--- src/rtl/core_interrupt_sources_consts.vh ---
/*
  Constants for the core interrupt source logic: special register
  addresses, bank decode limits, bit positions, reset values and the
  fixed program-memory vectors.
  Assumes it is included by bare name from files under rtl/.
*/
`ifndef CORE_INTERRUPT_SOURCES_CONSTS_VH
`define CORE_INTERRUPT_SOURCES_CONSTS_VH

// special register addresses
`define ADDR_TIMER0_STATUS_CONTROL 8'h05
`define ADDR_INTERRUPT_STATUS 8'h07
`define ADDR_BANK_SELECTOR 8'h0F
`define ADDR_PERIPHERAL_REQUEST_FLAGS 8'h16
`define ADDR_PERIPHERAL_ENABLE_MASK 8'h17

// banked window and the bank holding the peripheral registers
`define BANKED_LOW 8'h10
`define BANKED_HIGH 8'h17
`define BANK_PERIPHERAL 4'h1

// timer0 status/control bit positions
`define BIT_PIN_EDGE_POLARITY 7
`define BIT_CLOCK_PIN_EDGE_POLARITY 6

// interrupt status bit positions
`define BIT_PERIPHERAL_SUMMARY_FLAG 7
`define BIT_CLOCK_PIN_FLAG 6
`define BIT_TIMER0_OVERFLOW_FLAG 5
`define BIT_PIN_INTERRUPT_FLAG 4
`define BIT_PERIPHERAL_SUMMARY_ENABLE 3
`define BIT_CLOCK_PIN_ENABLE 2
`define BIT_TIMER0_OVERFLOW_ENABLE 1
`define BIT_PIN_INTERRUPT_ENABLE 0

// reset values
`define RST_TIMER0_STATUS_CONTROL 8'h00
`define RST_INTERRUPT_STATUS 8'h00
`define RST_PERIPHERAL_REQUEST_FLAGS 8'h02
`define RST_PERIPHERAL_ENABLE_MASK 8'h00
`define RST_BANK_SELECTOR 8'h00

// timer0 rollover points
`define TIMER0_COUNT_MAX 16'hFFFF
`define TIMER0_COUNT_ZERO 16'h0000

// program-memory vectors
`define VEC_RESET 16'h0000
`define VEC_PIN_INTERRUPT 16'h0008
`define VEC_TIMER0_OVERFLOW 16'h0010
`define VEC_CLOCK_PIN 16'h0018
`define VEC_PERIPHERAL 16'h0020

`endif

--- src/rtl/core_interrupt_sources.v ---
/*
  Core interrupt source logic: two edge-triggered pin sources, the
  timer0 overflow source and the peripheral summary source, with their
  flag, enable and polarity bits in special registers, bank decode for
  the peripheral registers, vector selection and sleep wake.
  Flags are sticky: each event sets its flag whatever its enable, and
  only a software write of zero clears it; a set in the clearing cycle
  wins. The request, vector, wake and bank outputs are registered, so
  they follow the flags one cycle late.
  Assumes a single-cycle special register port driven by the core,
  pins and the timer0 count synchronous to clk_i, and peripherals that
  pulse their request lines for one cycle per event.
  Assumes the core sequencer raises sleeping_i while it sleeps and
  drops it again once it has seen wake_o.
*/
`timescale 1ns/1ps
`default_nettype none
`include "core_interrupt_sources_consts.vh"

module core_interrupt_sources #(
  // bus and datapath widths
  parameter DATA_WIDTH = 8,
  parameter ADDR_WIDTH = 8,
  parameter TIMER_WIDTH = 16,
  parameter VECTOR_WIDTH = 16,
  // peripherals allowed to end sleep, one bit each
  parameter [7:0] PERIPHERAL_WAKE_MASK = 8'hFF
) (
  // clock and reset
  input wire clk_i,
  input wire rst_n_i,
  // special register port from the core
  input wire [ADDR_WIDTH-1:0] sfr_addr_i,
  input wire sfr_wr_i,
  input wire sfr_rd_i,
  input wire [DATA_WIDTH-1:0] sfr_wdata_i,
  output reg [DATA_WIDTH-1:0] sfr_rdata_o,
  output reg sfr_rvalid_o,
  // external pins
  input wire external_interrupt_pin_i,
  input wire external_clock_pin_i,
  // timer0 count and peripheral request pulses
  input wire [TIMER_WIDTH-1:0] timer0_count_i,
  input wire [DATA_WIDTH-1:0] peripheral_set_i,
  // core sequencer
  input wire sleeping_i,
  output reg irq_request_o,
  output reg [VECTOR_WIDTH-1:0] vector_o,
  output reg wake_o,
  output reg [3:0] bank_o
);

  // reset image of the status register; its bits are loaded one by one
  localparam [7:0] RST_STATUS = `RST_INTERRUPT_STATUS;

  // register state
  reg [DATA_WIDTH-1:0] timer0_status_control;
  reg [DATA_WIDTH-1:0] bank_selector;
  // sticky event flags
  reg pin_interrupt_flag;
  reg timer0_overflow_flag;
  reg clock_pin_flag;
  // enables gate requests only
  reg pin_interrupt_enable;
  reg timer0_overflow_enable;
  reg clock_pin_enable;
  reg peripheral_summary_enable;
  // peripheral flags and their enables, bank one
  reg [DATA_WIDTH-1:0] peripheral_request_flags;
  reg [DATA_WIDTH-1:0] peripheral_enable_mask;
  // timer0 history for the rollover compare
  reg [TIMER_WIDTH-1:0] timer0_prev;
  reg timer0_prev_valid;

  // decoded accesses and events
  wire [1:0] edge_pulse;
  wire [1:0] edge_polarity;
  wire pin_edge;
  wire clock_pin_edge;
  wire timer0_rollover;
  // address decode results
  wire in_banked_window;
  wire peripheral_bank;
  wire hit_timer0_status_control;
  wire hit_interrupt_status;
  wire hit_bank_selector;
  wire hit_peripheral_request_flags;
  wire hit_peripheral_enable_mask;
  wire hit_any;
  wire peripheral_summary_flag;
  wire [DATA_WIDTH-1:0] interrupt_status;
  // per-source requests and wake terms
  wire pin_request;
  wire timer0_request;
  wire clock_pin_request;
  wire peripheral_request;
  wire peripheral_wake;
  wire request_any;
  wire wake_any;
  // combinational next values
  reg [VECTOR_WIDTH-1:0] next_vector;
  reg [DATA_WIDTH-1:0] next_rdata;

  // polarity bits for the two pin detectors, index 0 is the pin source
  // a polarity change alone makes no edge, the detectors compare levels
  assign edge_polarity[0] = timer0_status_control[`BIT_PIN_EDGE_POLARITY];
  assign edge_polarity[1] = timer0_status_control[`BIT_CLOCK_PIN_EDGE_POLARITY];

  // one detector per external pin
  // each adds a cycle, so a pin change shows in its flag two edges later
  genvar gi;
  generate
    for (gi = 0; gi < 2; gi = gi + 1) begin : g_pin
      pin_edge_detect u_edge (
        .clk_i(clk_i),
        .rst_n_i(rst_n_i),
        .pin_i(gi == 0 ? external_interrupt_pin_i : external_clock_pin_i),
        .rising_sel_i(edge_polarity[gi]),
        .edge_o(edge_pulse[gi])
      );
    end
  endgenerate

  assign pin_edge = edge_pulse[0];
  assign clock_pin_edge = edge_pulse[1];

  // rollover seen as max followed directly by zero
  // a jump from FFFFh to any other value is no rollover;
  // the valid bit keeps the reset history from faking one
  assign timer0_rollover = timer0_prev_valid &&
    (timer0_prev == `TIMER0_COUNT_MAX) &&
    (timer0_count_i == `TIMER0_COUNT_ZERO);

  // only 10h..17h look at the bank; every other address is unbanked
  // all eight selector bits are stored, only the low nibble picks the bank
  assign in_banked_window = (sfr_addr_i >= `BANKED_LOW) && (sfr_addr_i <= `BANKED_HIGH);
  assign peripheral_bank = (bank_selector[3:0] == `BANK_PERIPHERAL);

  // address decode
  assign hit_timer0_status_control = (sfr_addr_i == `ADDR_TIMER0_STATUS_CONTROL);
  assign hit_interrupt_status = (sfr_addr_i == `ADDR_INTERRUPT_STATUS);
  assign hit_bank_selector = (sfr_addr_i == `ADDR_BANK_SELECTOR);
  assign hit_peripheral_request_flags = in_banked_window && peripheral_bank &&
    (sfr_addr_i == `ADDR_PERIPHERAL_REQUEST_FLAGS);
  assign hit_peripheral_enable_mask = in_banked_window && peripheral_bank &&
    (sfr_addr_i == `ADDR_PERIPHERAL_ENABLE_MASK);
  // any register of this block, for the read valid
  assign hit_any = hit_timer0_status_control | hit_interrupt_status |
    hit_bank_selector | hit_peripheral_request_flags | hit_peripheral_enable_mask;

  // summary flag is live, never stored, so it cannot go stale
  assign peripheral_summary_flag = |(peripheral_request_flags & peripheral_enable_mask);

  // status register image as software sees it
  // bit 7 is computed live, the other seven are stored flops
  assign interrupt_status = {
    peripheral_summary_flag,
    clock_pin_flag,
    timer0_overflow_flag,
    pin_interrupt_flag,
    peripheral_summary_enable,
    clock_pin_enable,
    timer0_overflow_enable,
    pin_interrupt_enable
  };

  // enables only gate requests, flags stay independent of them
  assign pin_request = pin_interrupt_flag & pin_interrupt_enable;
  assign timer0_request = timer0_overflow_flag & timer0_overflow_enable;
  assign clock_pin_request = clock_pin_flag & clock_pin_enable;
  assign peripheral_request = peripheral_summary_flag & peripheral_summary_enable;

  // only peripherals in the wake mask may end sleep
  assign peripheral_wake = peripheral_summary_enable &
    (|(peripheral_request_flags & peripheral_enable_mask & PERIPHERAL_WAKE_MASK));

  // any enabled source asks the sequencer for service
  assign request_any = pin_request | timer0_request | clock_pin_request | peripheral_request;

  // timer0 halts in sleep, so its overflow is left out of the wake term
  assign wake_any = pin_request | clock_pin_request | peripheral_wake;

  // timer0 history for the rollover compare
  // one stored count is enough, rollover needs only the last value
  always @(posedge clk_i) begin
    if (!rst_n_i) begin
      timer0_prev <= `TIMER0_COUNT_ZERO;
      timer0_prev_valid <= 1'b0;
    end else begin
      timer0_prev <= timer0_count_i;
      timer0_prev_valid <= 1'b1;
    end
  end

  // timer0 status/control and bank selector, plain storage
  // control bits 5..0 are kept for software but drive nothing here
  always @(posedge clk_i) begin
    if (!rst_n_i) begin
      timer0_status_control <= `RST_TIMER0_STATUS_CONTROL;
      bank_selector <= `RST_BANK_SELECTOR;
    end else begin
      if (sfr_wr_i && hit_timer0_status_control) begin
        timer0_status_control <= sfr_wdata_i;
      end
      if (sfr_wr_i && hit_bank_selector) begin
        bank_selector <= sfr_wdata_i;
      end
    end
  end

  // interrupt status: enables are plain, flags take set over clear
  // a written one sets a flag, which lets software raise a request
  always @(posedge clk_i) begin
    if (!rst_n_i) begin
      pin_interrupt_enable <= RST_STATUS[`BIT_PIN_INTERRUPT_ENABLE];
      timer0_overflow_enable <= RST_STATUS[`BIT_TIMER0_OVERFLOW_ENABLE];
      clock_pin_enable <= RST_STATUS[`BIT_CLOCK_PIN_ENABLE];
      peripheral_summary_enable <= RST_STATUS[`BIT_PERIPHERAL_SUMMARY_ENABLE];
      pin_interrupt_flag <= RST_STATUS[`BIT_PIN_INTERRUPT_FLAG];
      timer0_overflow_flag <= RST_STATUS[`BIT_TIMER0_OVERFLOW_FLAG];
      clock_pin_flag <= RST_STATUS[`BIT_CLOCK_PIN_FLAG];
    end else if (sfr_wr_i && hit_interrupt_status) begin
      // summary bit is read-only, a write to bit 7 is dropped
      pin_interrupt_enable <= sfr_wdata_i[`BIT_PIN_INTERRUPT_ENABLE];
      timer0_overflow_enable <= sfr_wdata_i[`BIT_TIMER0_OVERFLOW_ENABLE];
      clock_pin_enable <= sfr_wdata_i[`BIT_CLOCK_PIN_ENABLE];
      peripheral_summary_enable <= sfr_wdata_i[`BIT_PERIPHERAL_SUMMARY_ENABLE];
      // an edge in the clearing cycle still lands
      pin_interrupt_flag <= sfr_wdata_i[`BIT_PIN_INTERRUPT_FLAG] | pin_edge;
      timer0_overflow_flag <= sfr_wdata_i[`BIT_TIMER0_OVERFLOW_FLAG] | timer0_rollover;
      clock_pin_flag <= sfr_wdata_i[`BIT_CLOCK_PIN_FLAG] | clock_pin_edge;
    end else begin
      // no write: flags only accumulate events
      pin_interrupt_flag <= pin_interrupt_flag | pin_edge;
      timer0_overflow_flag <= timer0_overflow_flag | timer0_rollover;
      clock_pin_flag <= clock_pin_flag | clock_pin_edge;
    end
  end

  // peripheral flags: software writes, peripheral pulses win
  // a pulse in the write cycle is or-ed in, so no event is lost
  always @(posedge clk_i) begin
    if (!rst_n_i) begin
      peripheral_request_flags <= `RST_PERIPHERAL_REQUEST_FLAGS;
    end else if (sfr_wr_i && hit_peripheral_request_flags) begin
      peripheral_request_flags <= sfr_wdata_i | peripheral_set_i;
    end else begin
      peripheral_request_flags <= peripheral_request_flags | peripheral_set_i;
    end
  end

  // peripheral enable mask, plain storage
  // only bank one reaches it, through the hit decode above
  always @(posedge clk_i) begin
    if (!rst_n_i) begin
      peripheral_enable_mask <= `RST_PERIPHERAL_ENABLE_MASK;
    end else if (sfr_wr_i && hit_peripheral_enable_mask) begin
      peripheral_enable_mask <= sfr_wdata_i;
    end
  end

  // fixed priority: lowest vector wins, idle shows the reset vector
  // vectoring clears nothing; the handler must clear its own flag
  always @* begin
    next_vector = `VEC_RESET;
    if (pin_request) begin
      next_vector = `VEC_PIN_INTERRUPT;
    end else if (timer0_request) begin
      next_vector = `VEC_TIMER0_OVERFLOW;
    end else if (clock_pin_request) begin
      next_vector = `VEC_CLOCK_PIN;
    end else if (peripheral_request) begin
      next_vector = `VEC_PERIPHERAL;
    end
  end

  // read mux, unmapped addresses read zero and give no valid
  // the window never overlaps the unbanked registers, so order is free
  always @* begin
    next_rdata = {DATA_WIDTH{1'b0}};
    if (hit_timer0_status_control) begin
      next_rdata = timer0_status_control;
    end else if (hit_interrupt_status) begin
      next_rdata = interrupt_status;
    end else if (hit_bank_selector) begin
      next_rdata = bank_selector;
    end else if (hit_peripheral_request_flags) begin
      next_rdata = peripheral_request_flags;
    end else if (hit_peripheral_enable_mask) begin
      next_rdata = peripheral_enable_mask;
    end
  end

  // registered read answer, one cycle after the strobe
  // data hold between reads so the core may pick them up late
  always @(posedge clk_i) begin
    if (!rst_n_i) begin
      sfr_rdata_o <= {DATA_WIDTH{1'b0}};
      sfr_rvalid_o <= 1'b0;
    end else begin
      sfr_rvalid_o <= sfr_rd_i & hit_any;
      if (sfr_rd_i) begin
        sfr_rdata_o <= next_rdata;
      end
    end
  end

  // requests to the sequencer, all registered
  // bank_o lets the core see the bank without a read, one cycle late
  always @(posedge clk_i) begin
    if (!rst_n_i) begin
      // reset vector shows while reset holds
      irq_request_o <= 1'b0;
      vector_o <= `VEC_RESET;
      wake_o <= 1'b0;
      bank_o <= 4'h0;
    end else begin
      irq_request_o <= request_any;
      vector_o <= next_vector;
      wake_o <= sleeping_i & wake_any;
      bank_o <= bank_selector[3:0];
    end
  end

endmodule // core_interrupt_sources

`default_nettype wire

--- src/rtl/pin_edge_detect.v ---
/*
  Edge detector for one external pin with selectable polarity.
  Assumes the pin is already synchronous to clk_i.
*/
`timescale 1ns/1ps
`default_nettype none

module pin_edge_detect (
  // clock and reset
  input wire clk_i,
  input wire rst_n_i,
  // pin and polarity select
  input wire pin_i,
  input wire rising_sel_i,
  // one-cycle pulse on a valid edge
  output reg edge_o
);

  reg prev;
  reg armed;

  // first cycle after reset only samples, so a pin held high is no edge
  always @(posedge clk_i) begin
    if (!rst_n_i) begin
      prev <= 1'b0;
      armed <= 1'b0;
      edge_o <= 1'b0;
    end else begin
      prev <= pin_i;
      armed <= 1'b1;
      if (rising_sel_i) begin
        edge_o <= armed & ~prev & pin_i;
      end else begin
        edge_o <= armed & prev & ~pin_i;
      end
    end
  end

endmodule // pin_edge_detect

`default_nettype wire

--- config.mk ---
export PLATFORM = sky130hd
export DESIGN_NAME = core_interrupt_sources
export DESIGN_NICKNAME = d
export VERILOG_FILES = /design/src/rtl/core_interrupt_sources.v /design/src/rtl/pin_edge_detect.v
export VERILOG_INCLUDE_DIRS = /design/src /design/src/rtl
export SDC_FILE = /design/constraint.sdc
export NUM_CORES = 1
export LEC_CHECK = 0
export BUFFER_PORTS_ARGS = -buffer_cell sky130_fd_sc_hd__buf_2
export CORE_UTILIZATION = 55
export CTS_CLUSTER_SIZE = 8
export DETAILED_ROUTE_END_ITERATION = 16
export PLACE_DENSITY = 0.85
export SYNTH_ARGS = -nofsm -noshare
export SYNTH_HDL_FRONTEND = slang
export SYNTH_SLANG_ARGS = --single-unit
--- constraint.sdc ---
create_clock -name clk_i -period 4.43 [get_ports clk_i]
set_clock_uncertainty 0.1 [all_clocks]
set_input_delay 0.2215 -clock clk_i [delete_from_list [all_inputs] [get_ports clk_i]]
set_output_delay 0.2215 -clock clk_i [all_outputs]
set_load 0.05 [all_outputs]
==> out/qor.txt <==
=================================================================================================
Asr flop ratio synth ...............................................................           0%
Number of cells in the finished layout apart from fillers ..........................          498
Number of sinks handled by clock tree synthesis ....................................           78
Outcome ............................................................................ finished clean
Maximum capacitance violations .....................................................            0
First-pass GRT wire length .........................................................     12.92 mm
I/O pin count ......................................................................           78
Leakage power ......................................................................  0.001705 uW
Std-Cell Core Area .................................................................    5956 um^2
Number of design-rule violations left by the first detailed-router iteration .......          202
Antenna violations before repair ...................................................            0
Standard cell area after detailed placement ........................................    3681 um^2
Power share of the clock group .....................................................        41.4%
Post-synthesis sequential element count ............................................           78
Post-route minimum period ..........................................................     2.333 ns
Post-route DRC .....................................................................            0
Max transition margin ..............................................................       46.93%
Number of rows created at floorplan ................................................           28
Number of inserted filler cells in the final layout ................................          467
Setup tns final ....................................................................         0 ns
Die X-Extent .......................................................................     80.61 um
Pre-antenna DRT Iters ..............................................................            4
CTS tree ...........................................................................        built
Worst Hold End ..................................................................... g_pin[1].u_edge.prev$_SDFF_PN0_
Portion of synthesized cell area occupied by the leading cell type .................       45.95%
Cell count of the worst reg-to-reg path ............................................            4
Top delay family on crit path ...................................................... simple AND/OR/NAND/NOR gates
Sum of overflow across all layers after global routing .............................            0
Number of H-tree levels ............................................................            3
Count of buffers inserted at the top-level ports ...................................           64
Number of distinct library cell variants in the gate-level netlist after synthesis .           48
Clk buf depth ......................................................................            2
Total wirelength of the detailed-routed design .....................................     8.086 mm
Netlist Area Pre-Place .............................................................    3398 um^2
Skew-Pair Late Insertion Delay .....................................................      0.36 ns
Final-report max-slew violation count ..............................................            0
Post-synth top flop ................................................................      dfxtp_1
Number of placed cells counting well taps ..........................................          463
CP Data Arrival Time ...............................................................      2.48 ns
Detailed placer's ending HPWL ......................................................     5.498 mm
Switch Pwr .........................................................................     360.3 uW
Reg-to-reg critical path endpoint .................................................. peripheral_request_flags[2]$_SDFF_PN0_
Global routing usage summed across all routing layers ..............................       26.93%
Cell internal power dissipation ....................................................      1105 uW
Post-cts gate resize count .........................................................            0
Share of the yosys chip area belonging to registers ................................       45.95%
Buffers and inverters on the worst path ............................................            0
Area used by multi-input combinational logic .......................................    1683 um^2
Setup repair bufs after CTS ........................................................            0
Slowest cell on the critical path ..................................................       or4b_1
Hold path start .................................................................... external_clock_pin_i
Layout cell share with drive strength beyond 1 .....................................       21.75%
Type of the worst setup path .......................................................   reg -> reg
Path category of the worst min-delay check .........................................    in -> reg
Maximum cell stage delay along the critical path ...................................      0.67 ns
Fraction of power spent switching nets .............................................       24.58%
Critical Path Fanout Max ...........................................................            8
Top cell type by total area after synthesis ........................................      dfxtp_1
Avg Cell Area, Syn .................................................................   9.879 um^2
Final std cell area, no fill .......................................................    4103 um^2
Antenna cells ......................................................................            0
Count of mapped cells out of synthesis .............................................          344
Start of the worst register-to-register path ....................................... bank_selector[1]$_SDFFE_PN0P_
Fraction of the cycle the final worst path needs ...................................       52.67%
Cell at the root of the clock tree .................................................     clkbuf_8
Maximum number of pins on one net before global-route repair .......................           48
Type of origin of the critical path ................................................     register
Height of the die ..................................................................     80.61 um
Final number of hold-violating endpoints ...........................................            0
Power density over cell area ....................................................... 357.3 nW/um^2
Number of vias per cell ............................................................        5.556
Area added between synthesis and finish ............................................       20.73%
Total Nets Final ...................................................................          465
Highest Clock Rate .................................................................    428.6 MHz
Worst-path cell chain .............................................................. or4b_1 -> or4_1 -> or3_1 -> o311a_1
Via count of the first global-routing pass .........................................        2,617
Number of endpoints failing setup at the final stage ...............................            0
Clock slew at reported path FFs ....................................................      0.08 ns
Yosys synthesis warning count ......................................................            0
DRT antenna net count ..............................................................            0
RSZ-0062 raised after global routing ...............................................        false
Final weighted congestion in routability-driven placement ..........................       0.9183
Required arrival time at the worst endpoint ........................................      4.57 ns
Total via count after detailed routing .............................................        2,767
Most area-consuming cells after synthesis .......................................... dfxtp_1 (46%), mux2i_1 (12%), nor2b_1 (5.7%)
EDFF count, synth ..................................................................            0
Starting Density ...................................................................       57.06%
Part of the total power dissipated in combinational logic ..........................         9.1%
Transition time at the pin with the least slew margin ..............................    0.7900 ns
Worst setup slack for register-to-register paths ...................................      2.10 ns
WHS Path Cells .....................................................................            2
Mean routed wirelength per cell ....................................................     16.24 um
Worst setup EP type ................................................................     register
Seq pwr share ......................................................................        49.5%
Area of the die ....................................................................    6497 um^2
Overall power ......................................................................      1466 uW
Area taken by flip-flops and latches ...............................................    1562 um^2
Inserted Clock Buffers .............................................................            9
Worst supply voltage drop on vdd ...................................................     381.0 uV
=================================================================================================
[kinds of logic (layout without fill, tap and decap cells)]
family	count (synthesis)	count (layout)	share of synthesized area (%)
AOI/OAI and AO/OA	53	53	11.12
buffers and inverters	37	104	5.854
DFF	78	78	45.95
muxes	42	42	12.44
other	1	13	0.1104
and+or+nand+nor	133	133	24.52
[metal layers]
layer	vias to the layer above	share of wire, %	GRT usage (%)
met2	105	47	41.44
li1	1364	-	-
met4	0	1.7	11.61
met1	1284	45	34.56
met3	14	6.4	8.295
met5	-	0	0
[area by class of cell]
type	instances	share of cell area [%]
Inverter	4	0.3660
Clock buffer	10	3.355
Timing Repair Buffer	84	12.63
Sequential cell	78	38.06
Clock inverter	6	2.287
Tap cell	75	2.287
Multi-Input combinational cell	241	41.02
[how the worst max path moves through the flow]
stage	cells after the start	slack (ns)	end	from
2_1_floorplan	6	2.29	peripheral_request_flags[0]$_SDFF_PN0_	sfr_addr_i[5]
3_3_place_gp	5	2.14	peripheral_request_flags[0]$_SDFF_PN0_	sfr_addr_i[3]
3_5_place_dp	5	2.07	peripheral_request_flags[6]$_SDFF_PN0_	sfr_addr_i[3]
4_1_cts	4	2.12	peripheral_request_flags[0]$_SDFF_PN0_	bank_selector[1]$_SDFFE_PN0P_
5_1_grt	4	2.02	peripheral_request_flags[2]$_SDFF_PN0_	bank_selector[1]$_SDFFE_PN0P_
6_report	4	2.10	peripheral_request_flags[2]$_SDFF_PN0_	bank_selector[1]$_SDFFE_PN0P_
[cells in the mapped netlist, drive strengths merged, types with 5 or more instances]
cell type   n
dfxtp      78
mux2i      40
nor2b      31
and2       22
buf        18
nand2      16
clkbuf     15
nor3       13
o21ai      10
or3        10
o311a       8
a21oi       7
a21boi      6
nand4       6
nor2        6
a22oi       5
a31oi       5
[layout by cell type, fill, tap and decap left out, types with 6 or more instances in the layout]
cell type      synthesis  layout
dfxtp_1               78      78
buf_2                  3      64
mux2i_1               40      40
nor2b_1               31      31
and2_1                22      22
dlygate4sd3_1          0      19
nand2_1               16      16
conb_1                 1      13
nor3_1                10      10
or3_1                 10      10
o21ai_0               10      10
clkbuf_8               0      10
o311a_1                8       8
a21oi_1                7       7
nand4_1                6       6
nor2_1                 6       6
a21boi_0               6       6
[state kept, by name (all words and copies together) (netlist names), 2 cells and up]
| signal | cells |
|---|---|
| g_pin.u_edge.edge_o | 2 |
| timer0_prev | 16 |
| vector_o | 3 |
| bank_selector | 8 |
| g_pin.u_edge.prev | 2 |
| peripheral_request_flags | 8 |
| sfr_rdata_o | 8 |
| bank_o | 4 |
| peripheral_enable_mask | 8 |
| timer0_status_control | 8 |
[power groups by stage]
stage	combinational, uW	clock [uW]	sequential [uW]
2_1_floorplan	82.6	0	746
3_3_place_gp	118	0	741
3_5_place_dp	119	0	741
4_1_cts	132	616	725
5_1_grt	144	647	728
6_report	134	606	726
[what timing repair did]
item                                    4_1_cts  5_1_grt
endpoints found under the hold margin        19        0
endpoints found under the setup margin        0        0
hold buffers                                 19        0
[stage by stage]
| stage | util, % | hold WS, ns | worst slack, ns |
|---|---|---|---|
| finish | 68.89 | 0.02459 | 2.097 |
| global route | 68.89 | 0.007064 | 2.021 |
| CTS | 68.89 | 0.01254 | 2.116 |
| detailed placement | 61.81 | 0.3109 | 2.066 |
| global placement | 61.81 | 0.3113 | 2.140 |
| floorplan | - | 0.1492 | 2.285 |
(Power assumes the default switching activity.)
